File: src/core/fap_pkg.sv
package fap_pkg;

    // ----------------------------------------
    // register map (16-bit registers at byte offsets)
    // ----------------------------------------
    localparam int ADDR_W = 24;
    localparam int DATA_W = 16;
    localparam logic [23:0] OFF_WP_BASE = 24'h0edfb0;
    localparam logic [23:0] OFF_WP_STEP = 24'h000002;
    localparam logic [23:0] OFF_ACC_FUSE = 24'h0edfb8;
    localparam logic [23:0] OFF_UNLOCK = 24'h0edfbc;
    localparam logic [23:0] OFF_RELOCK = 24'h0edfbe;
    localparam logic [23:0] OFF_STATUS = 24'h0edfc0;

    // ----------------------------------------
    // field layout and reset values
    // ----------------------------------------
    localparam int NUM_WP_REGS = 4;
    localparam int NUM_PAIRS = 16;
    localparam int SECT_W = 6;
    localparam int ACC_BIT = 0;
    localparam int DBG_BIT = 1;
    localparam int ST_LOADED_BIT = 0;
    localparam int ST_PROT_BIT = 1;
    localparam int ST_CANCEL_BIT = 2;
    localparam int ST_DBG_BIT = 3;
    localparam logic [15:0] FUSE_ERASED = 16'hffff;
    localparam logic [15:0] DUMMY_DATA = 16'h0000;

    // ----------------------------------------
    // types
    // ----------------------------------------
    typedef enum logic [2:0] {
        SRC_PRIM_B0,
        SRC_PRIM_B1,
        SRC_EXT_B2,
        SRC_EXT_B3,
        SRC_INTERNAL_RAM,
        SRC_EXTENSION_RAM,
        SRC_EXTMEM
    } fap_src_type;

    typedef enum logic {
        ST_LOAD,
        ST_RUN
    } fap_state_type;

    typedef struct packed {
        logic valid;
        logic write;
        logic peripheral_event_transfer;
        logic dbg;
        logic primary;
        fap_src_type src;
        logic [SECT_W-1:0] sector;
    } fap_req_type;

endpackage

File: src/core/fap_ctrl.sv
// Local design decision: the address-and-strobe port.
`timescale 1ns/10ps
// Contract
// - disable fuse x programmed with re-enable x erased cancels access protection.
// - re-enable fuse x programmed with disable x+1 erased restores protection.
// - first disable fuse programs only after debug and access fuses are programmed.
// - disable fuse x programs only after re-enable fuse x-1 is programmed.
// - re-enable fuse x programs only after disable fuse x is programmed.
// - protected primary flash data readable only by code running from it.
// - at most sixteen permanent unlock and relock cycles exist.
// - writes to protected flash from internal ram leave flash unchanged.
// - reads of protected flash from internal ram return a dummy value.
// - peripheral event transfers to protected flash are blocked.
// - extension flash is never access protected.
// - only primary flash code writes flash registers while protected; all may read.
// - writes to a sector whose protect bit is programmed are inhibited.
// - set-protection writing 1 to sector bits lifts their protection temporarily.
// - temporary access unlock accepted only from code in a flash module.
// - lifted protections return on reset or set-protection writing 0.
// - temporary unlock sets only the volatile copy; fuse reads stay 0.
// - code from another flash bank may update protected flash directly.
// - programmed debug fuse disables debug; erased debug fuse lets debug bypass.
// - set-protection is refused when issued from bank two.
module fap_ctrl
    import fap_pkg::*;
(
    // clock and resets
    input wire logic SYS_CLK,
    input wire logic RST_N,
    input wire logic PWR_ON_N,
    // register port
    input wire logic [ADDR_W-1:0] REG_ADDR,
    input wire logic [DATA_W-1:0] REG_WDATA,
    input wire logic REG_WR,
    input wire logic REG_RD,
    input wire fap_src_type REG_SRC,
    output logic [DATA_W-1:0] REG_RDATA,
    output logic REG_REFUSED,
    // flash data access
    input wire fap_req_type ACC_REQ,
    input wire logic [DATA_W-1:0] FLASH_RDATA,
    output logic ACC_GRANT,
    output logic ACC_DENY,
    output logic [DATA_W-1:0] ACC_RDATA,
    // protection state
    output logic DEBUG_EN,
    output logic PROT_ACTIVE
);

    // ----------------------------------------
    // state and storage
    // ----------------------------------------
    fap_state_type state_r;
    logic [NUM_WP_REGS-1:0][DATA_W-1:0] fuse_wp_r;
    logic [NUM_WP_REGS-1:0][DATA_W-1:0] vol_wp_r;
    logic [1:0] fuse_ap_r;
    logic vol_acc_r;
    logic [NUM_PAIRS-1:0] fuse_pds_r;
    logic [NUM_PAIRS-1:0] fuse_pen_r;
    logic [NUM_PAIRS-1:0] cancel_vec;
    logic [NUM_PAIRS-1:0] pds_allow;
    logic [NUM_WP_REGS-1:0] wp_sel;
    logic [NUM_WP_REGS*DATA_W-1:0] vol_wp_flat;
    logic prot_eff;
    logic dbg_open;
    logic run;
    logic src_prim;
    logic src_flash;
    logic reg_ok;
    logic sel_acc;
    logic sel_unl;
    logic sel_rel;
    logic sel_fuse;
    logic wr_ok;
    logic pds_bad;
    logic pen_bad;
    logic req_prim;
    logic req_flash;
    logic bypass;
    logic blk_acc;
    logic blk_wp;
    logic deny;

    // ----------------------------------------
    // derived protection state
    // ----------------------------------------
    // each consumed pair is walked strictly in order, so only the newest
    // open pair can cancel; sixteen pairs bound the cycles
    for (genvar x = 0; x < NUM_PAIRS; x++) begin : g_pair
        assign cancel_vec[x] = ~fuse_pds_r[x] & fuse_pen_r[x];
        if (x == 0) begin : g_first
            assign pds_allow[x] = ~fuse_ap_r[DBG_BIT] & ~fuse_ap_r[ACC_BIT];
        end else begin : g_next
            assign pds_allow[x] = ~fuse_pen_r[x-1];
        end
    end

    assign vol_wp_flat = vol_wp_r;
    assign run = (state_r == ST_RUN);
    assign prot_eff = ~vol_acc_r & ~(|cancel_vec);
    assign dbg_open = fuse_ap_r[DBG_BIT];
    assign src_prim = (REG_SRC == SRC_PRIM_B0) || (REG_SRC == SRC_PRIM_B1);
    assign src_flash = src_prim || (REG_SRC == SRC_EXT_B2) || (REG_SRC == SRC_EXT_B3);

    // ----------------------------------------
    // register write decode
    // ----------------------------------------
    assign sel_acc = (REG_ADDR == OFF_ACC_FUSE);
    assign sel_unl = (REG_ADDR == OFF_UNLOCK);
    assign sel_rel = (REG_ADDR == OFF_RELOCK);
    assign sel_fuse = sel_acc | sel_unl | sel_rel | (|wp_sel);
    // bank two may not run set-protection; protected registers only from primary
    assign reg_ok = run && (REG_SRC != SRC_EXT_B2) && (!prot_eff || src_prim);
    assign wr_ok = REG_WR && reg_ok;
    // a program request for an erased bit whose predecessor is not yet set
    assign pds_bad = |(~REG_WDATA & ~pds_allow & fuse_pds_r);
    assign pen_bad = |(~REG_WDATA & fuse_pds_r & fuse_pen_r);

    for (genvar i = 0; i < NUM_WP_REGS; i++) begin : g_wp
        assign wp_sel[i] = (REG_ADDR == OFF_WP_BASE + OFF_WP_STEP * 24'(i));

        // fuse cells only ever go from 1 to 0
        always_ff @(posedge SYS_CLK or negedge PWR_ON_N) begin
            if (!PWR_ON_N) begin
                fuse_wp_r[i] <= FUSE_ERASED;
            end else if (wr_ok && wp_sel[i]) begin
                fuse_wp_r[i] <= fuse_wp_r[i] & REG_WDATA;
            end
        end

        // volatile copy: a 1 lifts a sector, a 0 restores it
        always_ff @(posedge SYS_CLK or negedge RST_N) begin
            if (!RST_N) begin
                vol_wp_r[i] <= '0;
            end else if (!run) begin
                vol_wp_r[i] <= fuse_wp_r[i];
            end else if (wr_ok && wp_sel[i]) begin
                vol_wp_r[i] <= REG_WDATA;
            end
        end
    end

    // ----------------------------------------
    // access, unlock and relock fuses
    // ----------------------------------------
    always_ff @(posedge SYS_CLK or negedge PWR_ON_N) begin
        if (!PWR_ON_N) begin
            fuse_ap_r <= FUSE_ERASED[DBG_BIT:ACC_BIT];
        end else if (wr_ok && sel_acc) begin
            fuse_ap_r <= fuse_ap_r & REG_WDATA[DBG_BIT:ACC_BIT];
        end
    end

    // only allowed bits program; the rest of the word keeps its cells
    always_ff @(posedge SYS_CLK or negedge PWR_ON_N) begin
        if (!PWR_ON_N) begin
            fuse_pds_r <= FUSE_ERASED;
        end else if (wr_ok && sel_unl) begin
            fuse_pds_r <= fuse_pds_r & ~(~REG_WDATA & pds_allow);
        end
    end

    always_ff @(posedge SYS_CLK or negedge PWR_ON_N) begin
        if (!PWR_ON_N) begin
            fuse_pen_r <= FUSE_ERASED;
        end else if (wr_ok && sel_rel) begin
            fuse_pen_r <= fuse_pen_r & ~(~REG_WDATA & ~fuse_pds_r);
        end
    end

    // ----------------------------------------
    // volatile access bit and load sequence
    // ----------------------------------------
    always_ff @(posedge SYS_CLK or negedge RST_N) begin
        if (!RST_N) begin
            state_r <= ST_LOAD;
        end else begin
            state_r <= ST_RUN;
        end
    end

    // a lift from ram or external code is ignored, a restore is taken from any source but bank two
    always_ff @(posedge SYS_CLK or negedge RST_N) begin
        if (!RST_N) begin
            vol_acc_r <= 1'b0;
        end else if (!run) begin
            vol_acc_r <= fuse_ap_r[ACC_BIT];
        end else if (wr_ok && sel_acc) begin
            if (!REG_WDATA[ACC_BIT]) begin
                vol_acc_r <= 1'b0;
            end else if (src_flash) begin
                vol_acc_r <= 1'b1;
            end
        end
    end

    // ----------------------------------------
    // register read and refusal report
    // ----------------------------------------
    // fuse reads show the cells, never the volatile lift
    always_ff @(posedge SYS_CLK or negedge RST_N) begin
        if (!RST_N) begin
            REG_RDATA <= '0;
        end else if (REG_RD) begin
            REG_RDATA <= '0;
            for (int k = 0; k < NUM_WP_REGS; k++) begin
                if (wp_sel[k]) begin
                    REG_RDATA <= fuse_wp_r[k];
                end
            end
            if (sel_acc) begin
                REG_RDATA[DBG_BIT:ACC_BIT] <= fuse_ap_r;
            end
            if (sel_unl) begin
                REG_RDATA <= fuse_pds_r;
            end
            if (sel_rel) begin
                REG_RDATA <= fuse_pen_r;
            end
            if (REG_ADDR == OFF_STATUS) begin
                REG_RDATA[ST_LOADED_BIT] <= run;
                REG_RDATA[ST_PROT_BIT] <= prot_eff;
                REG_RDATA[ST_CANCEL_BIT] <= |cancel_vec;
                REG_RDATA[ST_DBG_BIT] <= dbg_open;
            end
        end
    end

    // one-cycle pulse for a set-protection write refused or asking for disallowed fuse bits; an ignored lift gives none
    always_ff @(posedge SYS_CLK or negedge RST_N) begin
        if (!RST_N) begin
            REG_REFUSED <= 1'b0;
        end else begin
            REG_REFUSED <= REG_WR && sel_fuse && (!reg_ok || (sel_unl && pds_bad)
                || (sel_rel && pen_bad));
        end
    end

    // ----------------------------------------
    // flash data access check
    // ----------------------------------------
    assign req_prim = (ACC_REQ.src == SRC_PRIM_B0) || (ACC_REQ.src == SRC_PRIM_B1);
    assign req_flash = req_prim || (ACC_REQ.src == SRC_EXT_B2)
        || (ACC_REQ.src == SRC_EXT_B3);
    assign bypass = ACC_REQ.dbg && dbg_open;
    // writes may come from any flash bank, reads only from primary itself
    assign blk_acc = ACC_REQ.primary && prot_eff && !bypass && (ACC_REQ.peripheral_event_transfer
        || (ACC_REQ.write ? !req_flash : !req_prim));
    assign blk_wp = ACC_REQ.write && !vol_wp_flat[ACC_REQ.sector] && !bypass;
    assign deny = !run || blk_acc || blk_wp || (ACC_REQ.dbg && !dbg_open);

    // judged against the request of this very cycle
    always_ff @(posedge SYS_CLK or negedge RST_N) begin
        if (!RST_N) begin
            ACC_GRANT <= 1'b0;
            ACC_DENY <= 1'b0;
            ACC_RDATA <= DUMMY_DATA;
        end else begin
            ACC_GRANT <= ACC_REQ.valid && !deny;
            ACC_DENY <= ACC_REQ.valid && deny;
            ACC_RDATA <= (ACC_REQ.valid && !ACC_REQ.write && !deny) ? FLASH_RDATA
                : DUMMY_DATA;
        end
    end

    always_ff @(posedge SYS_CLK or negedge RST_N) begin
        if (!RST_N) begin
            DEBUG_EN <= 1'b0;
            PROT_ACTIVE <= 1'b1;
        end else begin
            DEBUG_EN <= dbg_open;
            PROT_ACTIVE <= prot_eff || !run;
        end
    end

    // ----------------------------------------
    // checks
    // ----------------------------------------
    property p_dummy_read;
        @(posedge SYS_CLK) disable iff (!RST_N)
        ACC_REQ.valid && !ACC_REQ.write && ACC_REQ.primary && !ACC_REQ.dbg
        && ACC_REQ.src == SRC_INTERNAL_RAM && prot_eff
        |=> ACC_DENY && ACC_RDATA == DUMMY_DATA;
    endproperty
    a_dummy_read: assert property (p_dummy_read) else $error("dummy read missing");

    property p_ram_write;
        @(posedge SYS_CLK) disable iff (!RST_N)
        ACC_REQ.valid && ACC_REQ.write && ACC_REQ.primary && !ACC_REQ.dbg
        && ACC_REQ.src == SRC_INTERNAL_RAM && prot_eff |=> !ACC_GRANT;
    endproperty
    a_ram_write: assert property (p_ram_write) else $error("ram write granted");

    property p_pec_block;
        @(posedge SYS_CLK) disable iff (!RST_N)
        ACC_REQ.valid && ACC_REQ.peripheral_event_transfer && ACC_REQ.primary && !ACC_REQ.dbg && prot_eff
        |=> ACC_DENY && !ACC_GRANT;
    endproperty
    a_pec_block: assert property (p_pec_block) else $error("transfer granted");

    property p_ext_open;
        @(posedge SYS_CLK) disable iff (!RST_N)
        ACC_REQ.valid && !ACC_REQ.primary && !ACC_REQ.write && !ACC_REQ.dbg && run
        |=> ACC_GRANT;
    endproperty
    a_ext_open: assert property (p_ext_open) else $error("extension refused");

    property p_sector_wp;
        @(posedge SYS_CLK) disable iff (!RST_N)
        ACC_REQ.valid && ACC_REQ.write && !ACC_REQ.dbg
        && !vol_wp_flat[ACC_REQ.sector] |=> ACC_DENY;
    endproperty
    a_sector_wp: assert property (p_sector_wp) else $error("sector write passed");

    property p_first_pds;
        @(posedge SYS_CLK) disable iff (!RST_N)
        !fuse_pds_r[0] |-> !fuse_ap_r[ACC_BIT] && !fuse_ap_r[DBG_BIT];
    endproperty
    a_first_pds: assert property (p_first_pds) else $error("unlock out of order");

    property p_pair_order;
        @(posedge SYS_CLK) disable iff (!RST_N)
        (~fuse_pds_r[NUM_PAIRS-1:1] & fuse_pen_r[NUM_PAIRS-2:0]) == '0;
    endproperty
    a_pair_order: assert property (p_pair_order) else $error("pair skipped");

    property p_pen_order;
        @(posedge SYS_CLK) disable iff (!RST_N)
        (~fuse_pen_r & fuse_pds_r) == '0;
    endproperty
    a_pen_order: assert property (p_pen_order) else $error("relock before unlock");

    property p_load;
        @(posedge SYS_CLK) disable iff (!RST_N)
        $rose(run) |-> $past(ACC_GRANT) == 1'b0 && vol_acc_r == $past(fuse_ap_r[ACC_BIT]);
    endproperty
    a_load: assert property (p_load) else $error("load sequence broken");

    property p_temp_lift;
        @(posedge SYS_CLK) disable iff (!RST_N)
        wr_ok && sel_acc && REG_WDATA[ACC_BIT] && src_flash
        |=> vol_acc_r && fuse_ap_r[ACC_BIT] == $past(fuse_ap_r[ACC_BIT]);
    endproperty
    a_temp_lift: assert property (p_temp_lift) else $error("lift wrong");

    property p_reg_guard;
        @(posedge SYS_CLK) disable iff (!RST_N)
        REG_WR && sel_fuse && run && prot_eff && !src_prim
        |=> $stable(fuse_pds_r) && $stable(fuse_pen_r) && REG_REFUSED;
    endproperty
    a_reg_guard: assert property (p_reg_guard) else $error("register write taken");

    // once loaded, code running from the primary flash always reads its own data
    property p_prim_read;
        @(posedge SYS_CLK) disable iff (!RST_N)
        ACC_REQ.valid && !ACC_REQ.write && !ACC_REQ.peripheral_event_transfer && ACC_REQ.primary && !ACC_REQ.dbg
        && run && (ACC_REQ.src == SRC_PRIM_B0 || ACC_REQ.src == SRC_PRIM_B1) |=> ACC_GRANT;
    endproperty
    a_prim_read: assert property (p_prim_read) else $error("primary read refused");

    // an update from the extension banks to an open sector needs no temporary access lift
    property p_other_bank;
        @(posedge SYS_CLK) disable iff (!RST_N)
        ACC_REQ.valid && ACC_REQ.write && !ACC_REQ.peripheral_event_transfer && ACC_REQ.primary && !ACC_REQ.dbg
        && run && vol_wp_flat[ACC_REQ.sector]
        && (ACC_REQ.src == SRC_EXT_B2 || ACC_REQ.src == SRC_EXT_B3) |=> ACC_GRANT;
    endproperty
    a_other_bank: assert property (p_other_bank) else $error("bank update refused");

    property p_relock_write;
        @(posedge SYS_CLK) disable iff (!RST_N)
        wr_ok && sel_acc && !REG_WDATA[ACC_BIT] |=> !vol_acc_r && !fuse_ap_r[ACC_BIT];
    endproperty
    a_relock_write: assert property (p_relock_write) else $error("restore not taken");

    // bank two can neither program nor lift anything
    property p_bank_two;
        @(posedge SYS_CLK) disable iff (!RST_N)
        REG_WR && run && sel_fuse && REG_SRC == SRC_EXT_B2
        |=> REG_REFUSED && $stable(fuse_ap_r) && $stable(vol_wp_flat);
    endproperty
    a_bank_two: assert property (p_bank_two) else $error("bank two write taken");

endmodule

File: config.mk
export PLATFORM = sky130hd
export DESIGN_NAME = fap_ctrl
export DESIGN_NICKNAME = d
export VERILOG_FILES = /design/src/core/fap_pkg.sv /design/src/core/fap_ctrl.sv
export SDC_FILE = /design/constraint.sdc
export NUM_CORES = 1
export LEC_CHECK = 0
export BUFFER_PORTS_ARGS = -buffer_cell sky130_fd_sc_hd__buf_4
export CAP_MARGIN = 20
export CORE_MARGIN = 1.5
export CORE_UTILIZATION = 55
export CTS_CLUSTER_DIAMETER = 50
export DETAILED_ROUTE_END_ITERATION = 6
export GPL_ROUTABILITY_DRIVEN = 0
export PLACE_DENSITY = 0.86
export REMOVE_ABC_BUFFERS = 1
export SYNTH_ARGS = -nofsm -noshare
export SYNTH_HDL_FRONTEND = slang
export SYNTH_SLANG_ARGS = --single-unit
File: constraint.sdc
create_clock -name SYS_CLK -period 6.4 [get_ports SYS_CLK]
set_input_delay 0.96 -clock SYS_CLK [delete_from_list [all_inputs] [get_ports SYS_CLK]]
set_output_delay 0.96 -clock SYS_CLK [all_outputs]
set_load 0.01 [all_outputs]
* Yosys cells after proc, flatten, opt, wreduce, memory -nomap -nowiden
Cells that the tools add are included.
Widths: inputs -> output; s select.
** Word-level totals
- Flip-flop bits (word level) :: 201
- Output and inout bits :: 37
- Logic and storage cells :: 196
** Operators by class
- Order comparisons :: 1
- Equal/unequal tests :: 21
- Multiplexer cells :: 24
- Bitwise operators :: 74
- Reduce and logical (&&, ||, !) cells :: 56
** Operators by type and width (count)
- $mux 16 :: 15
- $and 16x16->16 :: 12
- $eq 24x20->1 const B :: 8
- $not 16->16 :: 5
- $reduce_or 16->1 :: 3
- $not 1->1 :: 35
- $logic_and 1x1->1 :: 25
- $and 1x1->1 :: 18
- $logic_or 1x1->1 :: 14
- $eq 3x2->1 const B :: 4
- $logic_not 1->1 :: 10
- $ne 2x1->1 const B :: 5
- $lt 6x7->1 const B :: 1
- $bmux 1 s6 :: 1
- $eq 3x1->1 const B :: 2
- $logic_not 3->1 :: 2
- $mux 1 :: 6
- $ne 3x2->1 const B :: 2
- $mux 4 :: 1
- $reduce_or 4->1 :: 1
- $or 1x1->1 :: 3
- $and 2x2->2 :: 1
- $mux 2 :: 1
- $reduce_and 2->1 :: 1

* Longest topological paths before layout
- Depth after elaboration :: 14
- Gate-level depth with buffers :: 9
- Mapped depth without buffers :: 6

* Worst setup path before layout
OpenSTA, ideal clock, no wires.
- Path type :: input port to flip-flop
- Start point :: in ACC_REQ[0] in the netlist's numbering
- End point :: reg ACC_GRANT
- Library setup time :: 120 ps
- Arrival time :: 2755 ps
- Path slack :: 3525 ps
- Stages :: 7
- Cell sequence :: buf_2 buf_4 mux4_2 mux2_2 or3_1 a31o_1 and3_1
** On the way
- Longest elaborated chain between the ends :: 9
** RTL lines
- from (decl) :: line fap_ctrl.sv:40 : input wire fap_req_type ACC_REQ,
- $bmux 1 s6 :: line fap_ctrl.sv:249 : assign blk_wp = ACC_REQ.write && !vol_wp_flat[ACC_REQ.sector] && !bypass;
- $mux 1 (not written as such) :: line fap_ctrl.sv:249
- $logic_not 1->1 :: line fap_ctrl.sv:249
- $logic_and 1x1->1 (2 in series) :: line fap_ctrl.sv:249
- $logic_or 1x1->1 (2 in series) :: line fap_ctrl.sv:250 : assign deny = !run || blk_acc || blk_wp || (ACC_REQ.dbg && !dbg_open);
- $logic_not 1->1 :: line fap_ctrl.sv:259 : ACC_GRANT <= ACC_REQ.valid && !deny;
- $logic_and 1x1->1 :: line fap_ctrl.sv:259
- to (signal assigned) :: line fap_ctrl.sv:259
- to (decl) :: line fap_ctrl.sv:42 : output logic ACC_GRANT,
Every way passes these cells. The select of a mux whose other input is x is not followed.
A chain may end at the register's enable or synchronous reset.

* Worst setup path after layout
- Start point :: in REG_ADDR[21]
- End point :: reg fuse_wp_r[45] in the netlist's numbering
** On the way
- Longest elaborated chain between the ends :: 2
** RTL lines
- from (decl) :: line fap_ctrl.sv:32 : input wire logic [ADDR_W-1:0] REG_ADDR,
- $eq 24x20->1 :: line fap_ctrl.sv:120 : assign wp_sel[i] = (REG_ADDR == OFF_WP_BASE + OFF_WP_STEP * 24'(i));
- $logic_and 1x1->1 :: line fap_ctrl.sv:126 : end else if (wr_ok && wp_sel[i]) begin
- to (signal, indexed assignment) :: line fap_ctrl.sv:127 : fuse_wp_r[i] <= fuse_wp_r[i] & REG_WDATA;
- to (decl) :: line fap_ctrl.sv:54 : logic [NUM_WP_REGS-1:0][DATA_W-1:0] fuse_wp_r;
Every way passes these cells.

==> run summary <==
footprint of the multi-input gates: 0.00461 mm2
minimum setup slack in the final design: 2.86 ns
depth of the worst hold-timing path: 1
count of mapped cells out of synthesis: 908
static leakage: 0.00522 uW
number of synthesized register bits: 201
drt first-iter violations: 737
Post-DRT Antenna Nets: 0
share of the yosys chip area belonging to registers: 50.6%
depth of the worst register-to-register path: 6
Worst Hold Slack: 0.463 ns
fmax: 0.283 GHz
Critical Path Source: REG_ADDR[21]
depth of the CTS H-tree: 1
final worst path period share: 55.3%
complex-gate fraction of the synthesized area: 20.1%
total area of sequential cells: 0.00516 mm2
xor and xnor area share after synthesis: 0%
number of global-route vias before repair: 8091
number of CTS-inserted buffers: 24
total power after layout: 3040 uW
area of the die: 0.0194 mm2
number of placement rows: 49
number of warning messages in the yosys log: 0
dominant cell by count in the synthesized netlist: sky130_fd_sc_hd__dfrtp_1
Slew Limit Headroom: 41.0%
Core ar.: 0.0181 mm2
initial antenna violation count: 0
Worst Setup Slack post-DPL: 2.46 ns
CTS Hold Bufs: 0
max-capacitance violation count: 0
Clock Sinks: 201
area of the mapped netlist: 0.0102 mm2
routed vias/inst: 6.62
synthesis-to-layout area growth: 16.8%
number of failing hold endpoints at the final stage: 0
run status: finished, violations left
setup slack, reg-to-reg: 3.11 ns
Setup crit end kind: flop
wire length of the first global-routing pass: 44.4 mm
combinational family with the most area after synthesis: compound AO/OA/AOI/OAI gates
largest buffer count on any clock path: 3
type of the worst setup path: primary input to flop
Slowest cell on crit path: sky130_fd_sc_hd__nor2_2
last element of the critical path: fuse_wp_r[45]
element type at the critical path start: primary input
DRC: 20
number of input and output port buffers inserted: 113
CTS tree: done
multiplexer fraction of the synthesized cell area: 11.9%
count of unique library cells instantiated by Yosys: 68
DPL Wire Length: 18.3 mm
final routed wirelength across all metal layers: 27.9 mm
slew at the pin closest to its max-slew limit: 0.884 ns
Worst path max stage delay: 0.73 ns
post-CTS setup buffer count: 0
HP Class: flop to flop
maximum number of pins on one net before global-route repair: 90
CP max FO: 17
fillcell total: 1328
CTS root buf: sky130_fd_sc_hd__clkbuf_16
simple-gate share of the synthesized area: 13.1%
Worst-path clk slew: 0.06 ns
biggest area consumer among synthesized cells: sky130_fd_sc_hd__dfstp_2
Synth top area share: 25.5%
signal arrival time at the worst endpoint: 3.98 ns
worst vdd ir: 240 uV
worst-skew pair later-pin latency: 0.51 ns
starting density of the core: 56.3%
largest cells by area after synthesis: sky130_fd_sc_hd__dfstp_2 (26%), sky130_fd_sc_hd__dfrtp_1 (25%), sky130_fd_sc_hd__mux2i_1 (7.0%)
post-route clock skew: 0.0111 ns
Worst EP required: 6.84 ns
All-Layer GR Usage: 29.1%
TNS Setup: 0 ns
violations in the final reports: design-rule violations
number of flops mapped to enable cells by yosys: 0
layout cell share with drive strength beyond 1: 31.4%
Slew Viols, Final: 0
total I/O pin count: 115
Min Clock Period, post-route: 3.54 ns
number of setup violations in the final report: 0
Net count, final: 1060
Chip Width: 139 um
via count: 8139
leading post-synthesis cells by instance count: sky130_fd_sc_hd__dfrtp_1 (102), sky130_fd_sc_hd__dfstp_2 (99), sky130_fd_sc_hd__nor2_1 (78)
mean instance size in the synthesized netlist: 11.2 um2
dominant register cell in the synthesized netlist: sky130_fd_sc_hd__dfrtp_1
number of detailed-routing iterations run before antenna repair: 7
Diodes inserted: 0
Finished Layout Cells: 1229
critical-path cell list: buf_4, nor3_1, nand4_1, nor2_2, and3_1, nand3_2, o21a_1
floorplan die height: 139 um
setup repair after global routing missed its margin: false
cts repair resizes: 0
Post-Synth Adder-Cell Area: 0%
fraction of registers with async set or reset after synthesis: 100%
worst hold start: fuse_wp_r[27]
worst flop-to-flop path startpoint: fuse_pen_r[2]
drt wl/cell: 22.7 um
GRT Residual Overflow: 0
pwr dens: 255 mW/mm2
placed instance count: 1183
capturing point of the worst reg2reg path: fuse_pds_r[0]
[metal layers]
layer  wire (um)  up-vias  track usage, %
met5           0        -               0
met4         911        0            11.1
met3        2870       64            5.94
met2       13100      522            46.2
met1       11100     4033            39.6
li1            -     3520               -
[critical path: cells and delay by family]
kind / cells / cell delay [ns]
compound gates: 1 / 0.36
buf+inv: 1 / 0.11
simple gates: 5 / 2.54
[placed cells by master, fill, tap and decap left out, types with 28 or more instances in the layout]
master	n
sky130_fd_sc_hd__mux2i_1	71
sky130_fd_sc_hd__o21ai_0	28
sky130_fd_sc_hd__o21a_1	64
sky130_fd_sc_hd__a21oi_1	74
sky130_fd_sc_hd__nand2_1	35
sky130_fd_sc_hd__dfstp_2	99
sky130_fd_sc_hd__buf_4	120
sky130_fd_sc_hd__nand3b_1	33
sky130_fd_sc_hd__dfrtp_1	101
sky130_fd_sc_hd__o31a_1	33
sky130_fd_sc_hd__nor2_1	78
[worst min-delay path by stage]
stage                          endpoint  slack (ns)
after floorplan                DEBUG_EN        0.42
after global routing      fuse_wp_r[27]        0.47
after CTS                 fuse_wp_r[32]        0.46
after global placement    fuse_wp_r[35]        0.45
after detailed placement  fuse_wp_r[32]        0.46
final                     fuse_wp_r[27]        0.46
[cells by family after synthesis]
kind of cell / Yosys count
DFF: 201
other: 1
muxes: 97
buffers and inverters: 90
AOI/OAI and AO/OA: 279
and+or+nand+nor: 240
[stage by stage]
stage	utilization (%)	area, um2
final	65.8	11900
after CTS	65.7	11900
after global placement	60.9	11000
after floorplan	-	9820
after global routing	65.8	11900
after detailed placement	60.9	11000
[power by group]
part,switching [uW],total (uW),internal (uW)
Sequential,24.7,1330,1310
Clock,544,1460,916
Combinational,148,248,99.5
[flip-flops by register name, summed over array words and instances, names as in the netlist]
name / cells
ACC_DENY: 1
ACC_GRANT: 1
ACC_RDATA: 16
DEBUG_EN: 1
PROT_ACTIVE: 1
REG_RDATA: 16
REG_REFUSED: 1
fuse_ap_r: 2
fuse_pds_r: 16
fuse_pen_r: 16
fuse_wp_r: 64
run: 1
vol_acc_r: 1
vol_wp_flat: 64
[area by class of cell]
cell class	instances	area share (%)
Timing Repair Buffer	122	7.79
Sequential cell	201	43.3
Tap cell	229	2.41
Multi-Input combinational cell	617	38.7
Clock buffer	31	5.70
Clock inverter	13	1.58
Inverter	16	0.505
Note: power is estimated with default switching activity, not from simulation.
